$ cat src/inc/dsf_regs.svh
// constants of the divide step and fp trap decode block
// included by the design file by bare name; the bench uses literal values
`ifndef DSF_REGS_SVH
`define DSF_REGS_SVH
// opcodes
`define DSF_OP_DIVIDE_INITIALIZE_R      8'h68
`define DSF_OP_DIVIDE_INITIALIZE_I      8'h69
`define DSF_OP_DIV_R       8'h6A
`define DSF_OP_DIV_I       8'h6B
`define DSF_OP_DIVIDE      8'hE1
`define DSF_OP_DEQ         8'hEB
`define DSF_OP_DGT         8'hED
`define DSF_OP_DGE         8'hEF
`define DSF_OP_FP_ADD_DOUBLE        8'hF1
`define DSF_OP_FP_DIVIDE_DOUBLE        8'hF7
// trap vector numbers
`define DSF_VEC_DIVIDE     8'h1A
`define DSF_VEC_EQ         8'h1B
`define DSF_VEC_GT         8'h1C
`define DSF_VEC_GE         8'h1D
`define DSF_VEC_ADD        8'h1E
`define DSF_VEC_DIVD       8'h1F
// avalon register offsets (byte addresses)
`define DSF_ADDR_STATUS    4'h0
`define DSF_ADDR_MASK      4'h4
`define DSF_ADDR_ALU       4'h8
`define DSF_ADDR_Q         4'hC
// status bits
`define DSF_IRQ_TRAP       0
`define DSF_IRQ_STEP       1
// alu flag positions in the alu register
`define DSF_ALU_N          0
`define DSF_ALU_DF         1
`define DSF_RST_WORD       32'h0000_0000
`endif

$ cat src/inc/dsf_pkg.sv
// types of the divide step and fp trap decode block
// no assumptions
package dsf_pkg;
   typedef enum logic [2:0] {
      DSF_NONE,
      DSF_INIT,
      DSF_STEP,
      DSF_TRAP
   } dsf_kind_t;
endpackage : dsf_pkg

$ cat src/design/dsf_core.sv
// execute stage: divide init/step datapath, fp double and divide trap decode
// assumes issue logic presents one instruction per valid cycle, sync reset
//
// Local design decisions: the address map and register access over Avalon-MM.
`timescale 1ns/1ns
`default_nettype none
`include "dsf_regs.svh"

// Summary of operation
// - double add decoded raises its own trap
// - trap loads pointers a, b, c
// - double divide decoded raises its own trap
// - double equal compare raises its own trap
// - double greater-equal compare raises own trap
// - double greater compare raises own trap
// - double operands use register and its twin
// - second operand register or zero-extended immediate
// - divide_flag set subtracts, clear adds
// - new flag is not of carry^flag^negative
// - step shifts sum:Q left, flag into bit0
// - init sets divide_flag, negative from operand_b sign
// - init shifts operand_b:Q left, zero inserted
// - signed divide: Q:operand_a over operand_b
// - signed divide raises trap, loads pointers
module dsf_core (
   input  wire logic        clock_i,
   input  wire logic        srst_i,
   input  wire logic        issue_valid_i,
   input  wire logic [31:0] instr_i,
   input  wire logic [31:0] operand_a_i,
   input  wire logic [31:0] operand_b_i,
   input  wire logic [7:0]  abs_ra_i,
   input  wire logic [7:0]  abs_rb_i,
   input  wire logic [7:0]  abs_rc_i,
   output logic             issue_ready_o,
   output logic             result_valid_o,
   output logic [31:0]      result_o,
   output logic [7:0]       result_reg_o,
   output logic             trap_o,
   output logic [7:0]       trap_vector_o,
   output logic [7:0]       indirect_pointer_a_o,
   output logic [7:0]       indirect_pointer_b_o,
   output logic [7:0]       indirect_pointer_c_o,
   output logic             divide_flag_o,
   output logic             negative_o,
   output logic [31:0]      q_o,
   input  wire logic [3:0]  avs_address_i,
   input  wire logic        avs_read_i,
   input  wire logic        avs_write_i,
   input  wire logic [31:0] avs_writedata_i,
   input  wire logic [3:0]  avs_byteenable_i,
   output logic [31:0]      avs_readdata_o,
   output logic             avs_waitrequest_o,
   output logic             irq_o
);
   logic [7:0]             opcode;
   logic [31:0]            src_b;
   logic [32:0]            sum;
   logic                   nxt_df;
   logic [63:0]            shifted;
   logic [7:0]             vec;
   logic                   is_trap;
   dsf_pkg::dsf_kind_t     kind;
   logic                   df_ff;
   logic                   n_ff;
   logic [31:0]            q_ff;
   logic                   rv_ff;
   logic [31:0]            res_ff;
   logic [7:0]             rreg_ff;
   logic                   trap_ff;
   logic [7:0]             vec_ff;
   logic [7:0]             ipa_ff;
   logic [7:0]             ipb_ff;
   logic [7:0]             ipc_ff;
   logic [1:0]             sts_ff;
   logic [1:0]             msk_ff;
   logic                   ack_ff;
   logic [31:0]            rdata_ff;
   logic                   acc;
   logic                   wr_fire;

   assign opcode = instr_i[31:24];
   // immediate select is opcode bit 0 for both divide step forms
   assign src_b = opcode[0] ? {24'h00_0000, instr_i[7:0]} : operand_b_i;

   // add when flag clear, subtract (a + ~b + 1) when set
   assign sum = df_ff ? ({1'b0, operand_a_i} + {1'b0, ~src_b} + 33'h0_0000_0001)
                      : ({1'b0, operand_a_i} + {1'b0, src_b});
   assign nxt_df = ~(sum[32] ^ df_ff ^ n_ff);

   always_comb begin
      kind = dsf_pkg::DSF_NONE;
      vec = 8'h00;
      case (opcode)
         `DSF_OP_DIVIDE_INITIALIZE_R, `DSF_OP_DIVIDE_INITIALIZE_I: kind = dsf_pkg::DSF_INIT;
         `DSF_OP_DIV_R, `DSF_OP_DIV_I: kind = dsf_pkg::DSF_STEP;
         `DSF_OP_FP_ADD_DOUBLE: begin
            kind = dsf_pkg::DSF_TRAP;
            vec = `DSF_VEC_ADD;
         end
         `DSF_OP_FP_DIVIDE_DOUBLE: begin
            kind = dsf_pkg::DSF_TRAP;
            vec = `DSF_VEC_DIVD;
         end
         `DSF_OP_DEQ: begin
            kind = dsf_pkg::DSF_TRAP;
            vec = `DSF_VEC_EQ;
         end
         `DSF_OP_DGE: begin
            kind = dsf_pkg::DSF_TRAP;
            vec = `DSF_VEC_GE;
         end
         `DSF_OP_DGT: begin
            kind = dsf_pkg::DSF_TRAP;
            vec = `DSF_VEC_GT;
         end
         `DSF_OP_DIVIDE: begin
            kind = dsf_pkg::DSF_TRAP;
            vec = `DSF_VEC_DIVIDE;
         end
         default: kind = dsf_pkg::DSF_NONE;
      endcase
   end
   assign is_trap = issue_valid_i && (kind == dsf_pkg::DSF_TRAP);

   always_comb begin
      if (kind == dsf_pkg::DSF_INIT) begin
         shifted = {src_b[30:0], q_ff, 1'b0};
      end else begin
         shifted = {sum[30:0], q_ff, nxt_df};
      end
   end

   // never stalls: every step completes in one cycle
   assign issue_ready_o = 1'b1;

   always_ff @(posedge clock_i) begin
      if (srst_i) begin
         df_ff <= 1'b0;
         n_ff <= 1'b0;
         q_ff <= `DSF_RST_WORD;
      end else if (issue_valid_i && kind == dsf_pkg::DSF_INIT) begin
         df_ff <= 1'b1;
         n_ff <= src_b[31];
         q_ff <= shifted[31:0];
      end else if (issue_valid_i && kind == dsf_pkg::DSF_STEP) begin
         df_ff <= nxt_df;
         n_ff <= sum[31];
         q_ff <= shifted[31:0];
      end else if (wr_fire && avs_address_i == `DSF_ADDR_Q && avs_byteenable_i == 4'hF) begin
         q_ff <= avs_writedata_i;
      end
   end

   always_ff @(posedge clock_i) begin
      if (srst_i) begin
         rv_ff <= 1'b0;
         res_ff <= `DSF_RST_WORD;
         rreg_ff <= 8'h00;
      end else begin
         rv_ff <= issue_valid_i && (kind == dsf_pkg::DSF_INIT || kind == dsf_pkg::DSF_STEP);
         if (issue_valid_i && (kind == dsf_pkg::DSF_INIT || kind == dsf_pkg::DSF_STEP)) begin
            res_ff <= shifted[63:32];
            rreg_ff <= abs_rc_i;
         end
      end
   end

   // double operands and destination: pointer names the first of a twin pair
   always_ff @(posedge clock_i) begin
      if (srst_i) begin
         trap_ff <= 1'b0;
         vec_ff <= 8'h00;
         ipa_ff <= 8'h00;
         ipb_ff <= 8'h00;
         ipc_ff <= 8'h00;
      end else begin
         trap_ff <= is_trap;
         if (is_trap) begin
            vec_ff <= vec;
            ipa_ff <= abs_ra_i;
            ipb_ff <= abs_rb_i;
            ipc_ff <= abs_rc_i;
         end
      end
   end

   // bus slave: one wait cycle, then answer
   assign acc = (avs_read_i || avs_write_i) && !ack_ff;
   assign wr_fire = avs_write_i && ack_ff;
   assign avs_waitrequest_o = (avs_read_i || avs_write_i) && !ack_ff;

   always_ff @(posedge clock_i) begin
      if (srst_i) begin
         ack_ff <= 1'b0;
         rdata_ff <= `DSF_RST_WORD;
      end else begin
         ack_ff <= acc;
         case (avs_address_i)
            `DSF_ADDR_STATUS: rdata_ff <= {30'h0000_0000, sts_ff};
            `DSF_ADDR_MASK: rdata_ff <= {30'h0000_0000, msk_ff};
            `DSF_ADDR_ALU: rdata_ff <= {30'h0000_0000, df_ff, n_ff};
            `DSF_ADDR_Q: rdata_ff <= q_ff;
            default: rdata_ff <= `DSF_RST_WORD;
         endcase
      end
   end

   // sticky events, set wins over write-one-clear
   always_ff @(posedge clock_i) begin
      if (srst_i) begin
         sts_ff <= 2'b00;
         msk_ff <= 2'b00;
      end else begin
         sts_ff <= (sts_ff & ~((wr_fire && avs_address_i == `DSF_ADDR_STATUS && avs_byteenable_i[0])
                               ? avs_writedata_i[1:0] : 2'b00))
                   | {issue_valid_i && kind == dsf_pkg::DSF_STEP, is_trap};
         if (wr_fire && avs_address_i == `DSF_ADDR_MASK && avs_byteenable_i[0]) begin
            msk_ff <= avs_writedata_i[1:0];
         end
      end
   end

   assign irq_o = |(sts_ff & msk_ff);
   assign avs_readdata_o = rdata_ff;
   assign result_valid_o = rv_ff;
   assign result_o = res_ff;
   assign result_reg_o = rreg_ff;
   assign trap_o = trap_ff;
   assign trap_vector_o = vec_ff;
   assign indirect_pointer_a_o = ipa_ff;
   assign indirect_pointer_b_o = ipb_ff;
   assign indirect_pointer_c_o = ipc_ff;
   assign divide_flag_o = df_ff;
   assign negative_o = n_ff;
   assign q_o = q_ff;

   a_add_trap: assert property (@(posedge clock_i) disable iff (srst_i)
      issue_valid_i && opcode == `DSF_OP_FP_ADD_DOUBLE |=> trap_o && trap_vector_o == `DSF_VEC_ADD && !result_valid_o)
      else $error("double add did not trap");
   a_ptr_load: assert property (@(posedge clock_i) disable iff (srst_i)
      is_trap |=> indirect_pointer_a_o == $past(abs_ra_i) && indirect_pointer_c_o == $past(abs_rc_i))
      else $error("pointers not loaded on trap");
   a_div_trap: assert property (@(posedge clock_i) disable iff (srst_i)
      issue_valid_i && opcode == `DSF_OP_FP_DIVIDE_DOUBLE |=> trap_o && trap_vector_o == `DSF_VEC_DIVD)
      else $error("double divide did not trap");
   a_eq_trap: assert property (@(posedge clock_i) disable iff (srst_i)
      issue_valid_i && opcode == `DSF_OP_DEQ |=> trap_o && trap_vector_o == `DSF_VEC_EQ)
      else $error("equal compare did not trap");
   a_ge_trap: assert property (@(posedge clock_i) disable iff (srst_i)
      issue_valid_i && opcode == `DSF_OP_DGE |=> trap_o && trap_vector_o == `DSF_VEC_GE)
      else $error("greater-equal compare did not trap");
   a_gt_trap: assert property (@(posedge clock_i) disable iff (srst_i)
      issue_valid_i && opcode == `DSF_OP_DGT |=> trap_o && trap_vector_o == `DSF_VEC_GT)
      else $error("greater compare did not trap");
   a_idiv_trap: assert property (@(posedge clock_i) disable iff (srst_i)
      issue_valid_i && opcode == `DSF_OP_DIVIDE |=> trap_o && indirect_pointer_b_o == $past(abs_rb_i))
      else $error("signed divide did not trap");
   a_init_flags: assert property (@(posedge clock_i) disable iff (srst_i)
      issue_valid_i && kind == dsf_pkg::DSF_INIT |=> divide_flag_o && negative_o == $past(src_b[31]))
      else $error("init flags wrong");
   a_step_q: assert property (@(posedge clock_i) disable iff (srst_i)
      issue_valid_i && kind == dsf_pkg::DSF_STEP |=> q_o[0] == divide_flag_o && q_o[31:1] == $past(q_ff[30:0]))
      else $error("step q shift wrong");
   a_one_cycle: assert property (@(posedge clock_i) disable iff (srst_i)
      issue_valid_i && kind == dsf_pkg::DSF_STEP ##1 issue_valid_i && kind == dsf_pkg::DSF_STEP
      |=> result_valid_o && $past(result_valid_o))
      else $error("back to back steps stalled");

   // datapath checks
   a_sub_path: assert property (@(posedge clock_i) disable iff (srst_i)
      issue_valid_i && kind == dsf_pkg::DSF_STEP && df_ff |-> sum[31:0] == operand_a_i - src_b)
      else $error("step with flag set did not subtract");
   a_add_path: assert property (@(posedge clock_i) disable iff (srst_i)
      issue_valid_i && kind == dsf_pkg::DSF_STEP && !df_ff |-> sum[31:0] == operand_a_i + src_b)
      else $error("step with flag clear did not add");
   a_imm_zero: assert property (@(posedge clock_i) disable iff (srst_i)
      issue_valid_i && kind != dsf_pkg::DSF_NONE && kind != dsf_pkg::DSF_TRAP && opcode[0]
      |-> src_b == {24'h00_0000, instr_i[7:0]})
      else $error("immediate operand not zero-extended");
   a_reg_operand: assert property (@(posedge clock_i) disable iff (srst_i)
      issue_valid_i && kind == dsf_pkg::DSF_STEP && !opcode[0] |-> src_b == operand_b_i)
      else $error("register operand not used");
   a_step_df: assert property (@(posedge clock_i) disable iff (srst_i)
      issue_valid_i && kind == dsf_pkg::DSF_STEP
      |=> divide_flag_o == ~($past(sum[32]) ^ $past(df_ff) ^ $past(n_ff)))
      else $error("step divide flag wrong");
   a_step_neg: assert property (@(posedge clock_i) disable iff (srst_i)
      issue_valid_i && kind == dsf_pkg::DSF_STEP |=> negative_o == $past(sum[31]))
      else $error("step negative flag wrong");
   a_step_res: assert property (@(posedge clock_i) disable iff (srst_i)
      issue_valid_i && kind == dsf_pkg::DSF_STEP |=> result_o == {$past(sum[30:0]), $past(q_ff[31])})
      else $error("step result wrong");
   a_init_res: assert property (@(posedge clock_i) disable iff (srst_i)
      issue_valid_i && kind == dsf_pkg::DSF_INIT |=> result_o == {$past(src_b[30:0]), $past(q_ff[31])})
      else $error("init result wrong");
   a_init_q: assert property (@(posedge clock_i) disable iff (srst_i)
      issue_valid_i && kind == dsf_pkg::DSF_INIT |=> q_o == {$past(q_ff[30:0]), 1'b0})
      else $error("init q shift wrong");
   a_ready_high: assert property (@(posedge clock_i) disable iff (srst_i)
      issue_ready_o)
      else $error("issue stalled");
   a_rv_pulse: assert property (@(posedge clock_i) disable iff (srst_i)
      issue_valid_i && (kind == dsf_pkg::DSF_INIT || kind == dsf_pkg::DSF_STEP) |=> result_valid_o)
      else $error("step result not in one cycle");

   // trap decode checks
   a_no_result: assert property (@(posedge clock_i) disable iff (srst_i)
      is_trap |=> !result_valid_o)
      else $error("trapping opcode produced a result");
   a_no_stray: assert property (@(posedge clock_i) disable iff (srst_i)
      !is_trap |=> !trap_o)
      else $error("trap without trapping opcode");
   a_ptr_b_load: assert property (@(posedge clock_i) disable iff (srst_i)
      is_trap |=> indirect_pointer_b_o == $past(abs_rb_i))
      else $error("pointer b not loaded on trap");
   a_ptr_hold: assert property (@(posedge clock_i) disable iff (srst_i)
      !is_trap |=> $stable(indirect_pointer_a_o) && $stable(indirect_pointer_b_o)
      && $stable(indirect_pointer_c_o))
      else $error("pointers changed without trap");
   a_idiv_vec: assert property (@(posedge clock_i) disable iff (srst_i)
      issue_valid_i && opcode == `DSF_OP_DIVIDE
      |=> trap_vector_o == `DSF_VEC_DIVIDE && indirect_pointer_a_o == $past(abs_ra_i))
      else $error("signed divide vector or pointer wrong");

   // bus and event checks
   a_bus_answer: assert property (@(posedge clock_i) disable iff (srst_i)
      (avs_read_i || avs_write_i) && avs_waitrequest_o |=> !avs_waitrequest_o)
      else $error("bus wait longer than one cycle");
   a_q_write: assert property (@(posedge clock_i) disable iff (srst_i)
      wr_fire && avs_address_i == `DSF_ADDR_Q && avs_byteenable_i == 4'hF && !issue_valid_i
      |=> q_o == $past(avs_writedata_i))
      else $error("q write lost");
   a_trap_event: assert property (@(posedge clock_i) disable iff (srst_i)
      is_trap |=> sts_ff[`DSF_IRQ_TRAP])
      else $error("trap event not recorded");
   a_step_event: assert property (@(posedge clock_i) disable iff (srst_i)
      issue_valid_i && kind == dsf_pkg::DSF_STEP |=> sts_ff[`DSF_IRQ_STEP])
      else $error("step event not recorded");

   c_step_pair: cover property (@(posedge clock_i) disable iff (srst_i)
      issue_valid_i && kind == dsf_pkg::DSF_INIT ##1 issue_valid_i && kind == dsf_pkg::DSF_STEP);
   c_trap: cover property (@(posedge clock_i) disable iff (srst_i) trap_o);
   c_irq: cover property (@(posedge clock_i) disable iff (srst_i) irq_o);
   c_bus_write: cover property (@(posedge clock_i) disable iff (srst_i) wr_fire);
   c_idiv: cover property (@(posedge clock_i) disable iff (srst_i)
      issue_valid_i && opcode == `DSF_OP_DIVIDE);
endmodule : dsf_core
`default_nettype wire

$ cat config.mk
export PLATFORM = sky130hd
export DESIGN_NAME = dsf_core
export DESIGN_NICKNAME = d
export VERILOG_FILES = /design/src/inc/dsf_pkg.sv /design/src/design/dsf_core.sv
export VERILOG_INCLUDE_DIRS = /design/src /design/src/inc
export SDC_FILE = /design/constraint.sdc
export NUM_CORES = 1
export LEC_CHECK = 0
export ABC_AREA = 1
export BUFFER_PORTS_ARGS = -buffer_cell sky130_fd_sc_hd__clkbuf_2
export CAP_MARGIN = 20
export CORE_MARGIN = 3
export CORE_UTILIZATION = 53
export DETAILED_ROUTE_END_ITERATION = 10
export PLACE_DENSITY_LB_ADDON = 0.05
export SLEW_MARGIN = 0
export SYNTH_ARGS = -nofsm -noshare
export SYNTH_HDL_FRONTEND = slang
export SYNTH_SLANG_ARGS = --single-unit
$ cat constraint.sdc
create_clock -name clock_i -period 3.12 [get_ports clock_i]
set_input_delay 0.156 -clock clock_i [delete_from_list [all_inputs] [get_ports clock_i]]
set_output_delay 0.156 -clock clock_i [all_outputs]
set_load 0.05 [all_outputs]
==> run metrics <==
Die W=146 microns; Synth warnings=0; Iter 0 DRT Violations=964; via count=12,100; Clk Latency, worst-skew pair=430 ps; Async SR Flop Fraction=0; setup TNS=0 ps; number of global-route vias before repair=11,500; Net Sw Frac=0.352; Psw=1.83 mW; vias per cell=5.31; CP Max Fanout=62; synthesized area=0.0104 sq mm; CTS Buf Count=17; Least-Margin Pin Slew=974 ps; CTS clk-pin slew, worst paths=70 ps; first-pass GRT wire length=58,500 microns; EDFF count, synth=0; ANT nets after route=0; diodes inserted=0; clk_skew=16.0 ps; num ports=308; Tcrit/Tclk final=0.853; Final Hold Viols=0; top cells by instance count after synthesis=nand2_1, nor2_1, inv_1; GRT overflow=0; final net count=2,240; largest net degree at the start of global routing=63; FMAX=376 MHz; layer carrying the most global-route usage=met2; core box area=0.0190 sq mm; Synth Flop Type=dfxtp_1; met2 Usage GRT=0.561; P_int=3.37 mW; TritonCTS clock tree=done; P per Cell Area=403 mW/mm^2; #FFs+latches synth=141; CP max stage delay=440 ps; max-slew violations=0; Layout area overhead=24.1%; Total GRT Usage=0.334; Die Height=146 microns; Post-Syn Instances=1,725; RSZ-0062 raised after global routing=no; Unique masters post-synth=43; CP required=3470 ps; clock share of power=0.373; Synth area leaders=dfxtp_1, nand2_1, ha_1; max-cap violation count=0; Slew headroom=0.350; Pre-antenna DRT Iters=6; Max clock buf depth=2; pre-CTS setup slack=85.2 ps; GRT met1 Usage=0.431; VDD IR max=380 uV; # rows=50; # clock sinks=141; PortBufs=287; Leak=6.78 nW; share of cells above drive strength 1=0.179; setup ws final=458 ps; worst hold path type=input port to flop; Post-CTS Resized=0; Wirelength per Cell=16.3 microns; status=complete, no violations; placed inst area=0.0119 sq mm; Period minus WS final=2660 ps; root buf cell=clkbuf_16; count leader, synth=nand2_1; Comb power frac=0.270; antenna violations before repair=0; most used cell, CP=inv_1; Arr. time, crit path=3010 ps; CP max-delay cell=buf_4; dpl hpwl=28,300 microns; cell taking the most area after synthesis=dfxtp_1; H-tree depth=4; routability-driven placement congestion ratio=0.988; final number of setup-violating endpoints=0; drt total wl=37,000 microns; initial core utilization=0.547; Synth top area share=0.271; GRT met3 Usage=0.0599; Crit. End Element=flop; Die Area=0.0214 sq mm; Cell Chain, Critical Path=clkbuf_2 -> inv_2 -> nor4_1 -> o21ai_0 -> inv_1 -> a41oi_1 -> nand2_1 -> inv_1 -> o21ai_0 -> inv_1 -> ha_1 -> nand2_1 -> inv_1 -> nor2_2 -> nand2_1 -> buf_4 -> o21ai_0 -> a31oi_1; crit path launch type=input port; Flop pwr share=0.356; sequential fraction of the synthesis area=0.271; WS Path Type=input port to flop; Avg Cell Area, Syn=6.03 sq um; DRC viols=0; fin area=0.0129 sq mm
## layer usage
metal	up-vias	routed length, microns
li1	6015	-
met1	5412	15700
met2	559	17200
met3	81	2890
met4	0	1250
met5	-	0
## final cells by class
| class | instances | area [sq um] |
|---|---|---|
| flip-flops and latches | 141 | 2820 |
| clock buffers | 18 | 439 |
| inverters | 204 | 766 |
| multi-input cells | 1273 | 6260 |
| clock inverters | 14 | 124 |
| fillers | 1848 | 6100 |
| well taps | 260 | 325 |
| repair buffers | 364 | 2180 |
## kinds of logic after synthesis
logic type               synth area share
XOR/XNOR                          0.00842
other                            0.000722
AND/OR/NAND/NOR                     0.326
AO/OA/AOI/OAI                       0.175
adder cells (fa/ha/maj)            0.0904
flip-flops                          0.271
buffers and inverters               0.128
## final timing paths
kind | start | to | slack (ps) | depth (start not counted)
worst max-delay path | instr_i[24] | q_o[5]$_SDFFE_PP0P_ | 460 | 18
worst min-delay path | abs_rb_i[1] | indirect_pointer_b_o[1]$_SDFFE_PP0P_ | 20 | 3
worst max register to register | divide_flag_o$_SDFFE_PP0P_ | result_o[7]$_SDFFE_PP0P_ | 1150 | 6
worst min register to register | result_o[16]$_SDFFE_PP0P_ | result_o[16]$_SDFFE_PP0P_ | 470 | 2
## through the flow
stage               total power [mW]  std cells  hold WS (ps)  utilization
detailed placement              3.22       2192           396        0.623
global placement                3.20       2192           396        0.623
CTS                             5.20       2274          1.63        0.679
global route                    5.46       2274          11.5        0.679
finish                          5.20       2274          17.0        0.679
floorplan                       2.81       1727           291            -
## repair_timing
action,CTS,global route
hold buffers,50,0
setup buffers,0,0
endpoints found under the hold margin,53,0
## critical path, delay by kind of cell
family / cells / cell delay, ps
buf+inv: 7 / 1200
compound gates: 5 / 950
simple gates: 5 / 490
fa+ha+maj: 1 / 200
## placed cells by master, fill, tap and decap left out, types with 3 or more instances in the layout
cell / synthesis / layout
ha_1: 72 / 72
buf_4: 38 / 24
conb_1: 2 / 4
dfxtp_1: 141 / 141
nor4_1: 3 / 3
clkinvlp_4: 0 / 3
clkbuf_16: 0 / 17
buf_12: 0 / 3
xor2_1: 9 / 9
and2_1: 3 / 3
dlygate4sd3_1: 0 / 50
inv_2: 6 / 7
nand2_1: 515 / 515
inv_1: 194 / 194
clkinv_1: 4 / 3
nor3_1: 22 / 22
a21oi_1: 121 / 121
o211ai_1: 11 / 11
a31oi_1: 35 / 35
nor2_1: 219 / 217
o21bai_1: 15 / 15
inv_6: 0 / 8
a21o_1: 4 / 4
nand4_1: 6 / 6
nand3_1: 79 / 79
o21ai_0: 119 / 119
clkbuf_2: 2 / 287
o21ai_1: 11 / 11
## registers in the layout, summed over array words and instances, names as in the netlist, 4 cells and up
signal                flops
result_o                 32
avs_readdata_o           32
indirect_pointer_c_o      8
indirect_pointer_b_o      8
trap_vector_o             4
q_o                      32
result_reg_o              8
indirect_pointer_a_o      8
## power groups by stage
stage / clock [mW] / combinational, mW / sequential (mW)
floorplan: 0 / 0.871 / 1.94
global placement: 0 / 1.31 / 1.89
detailed placement: 0 / 1.32 / 1.89
CTS: 1.97 / 1.38 / 1.85
global route: 2.05 / 1.55 / 1.86
finish: 1.94 / 1.41 / 1.85
No activity file was read; power rests on OpenSTA's default activity.
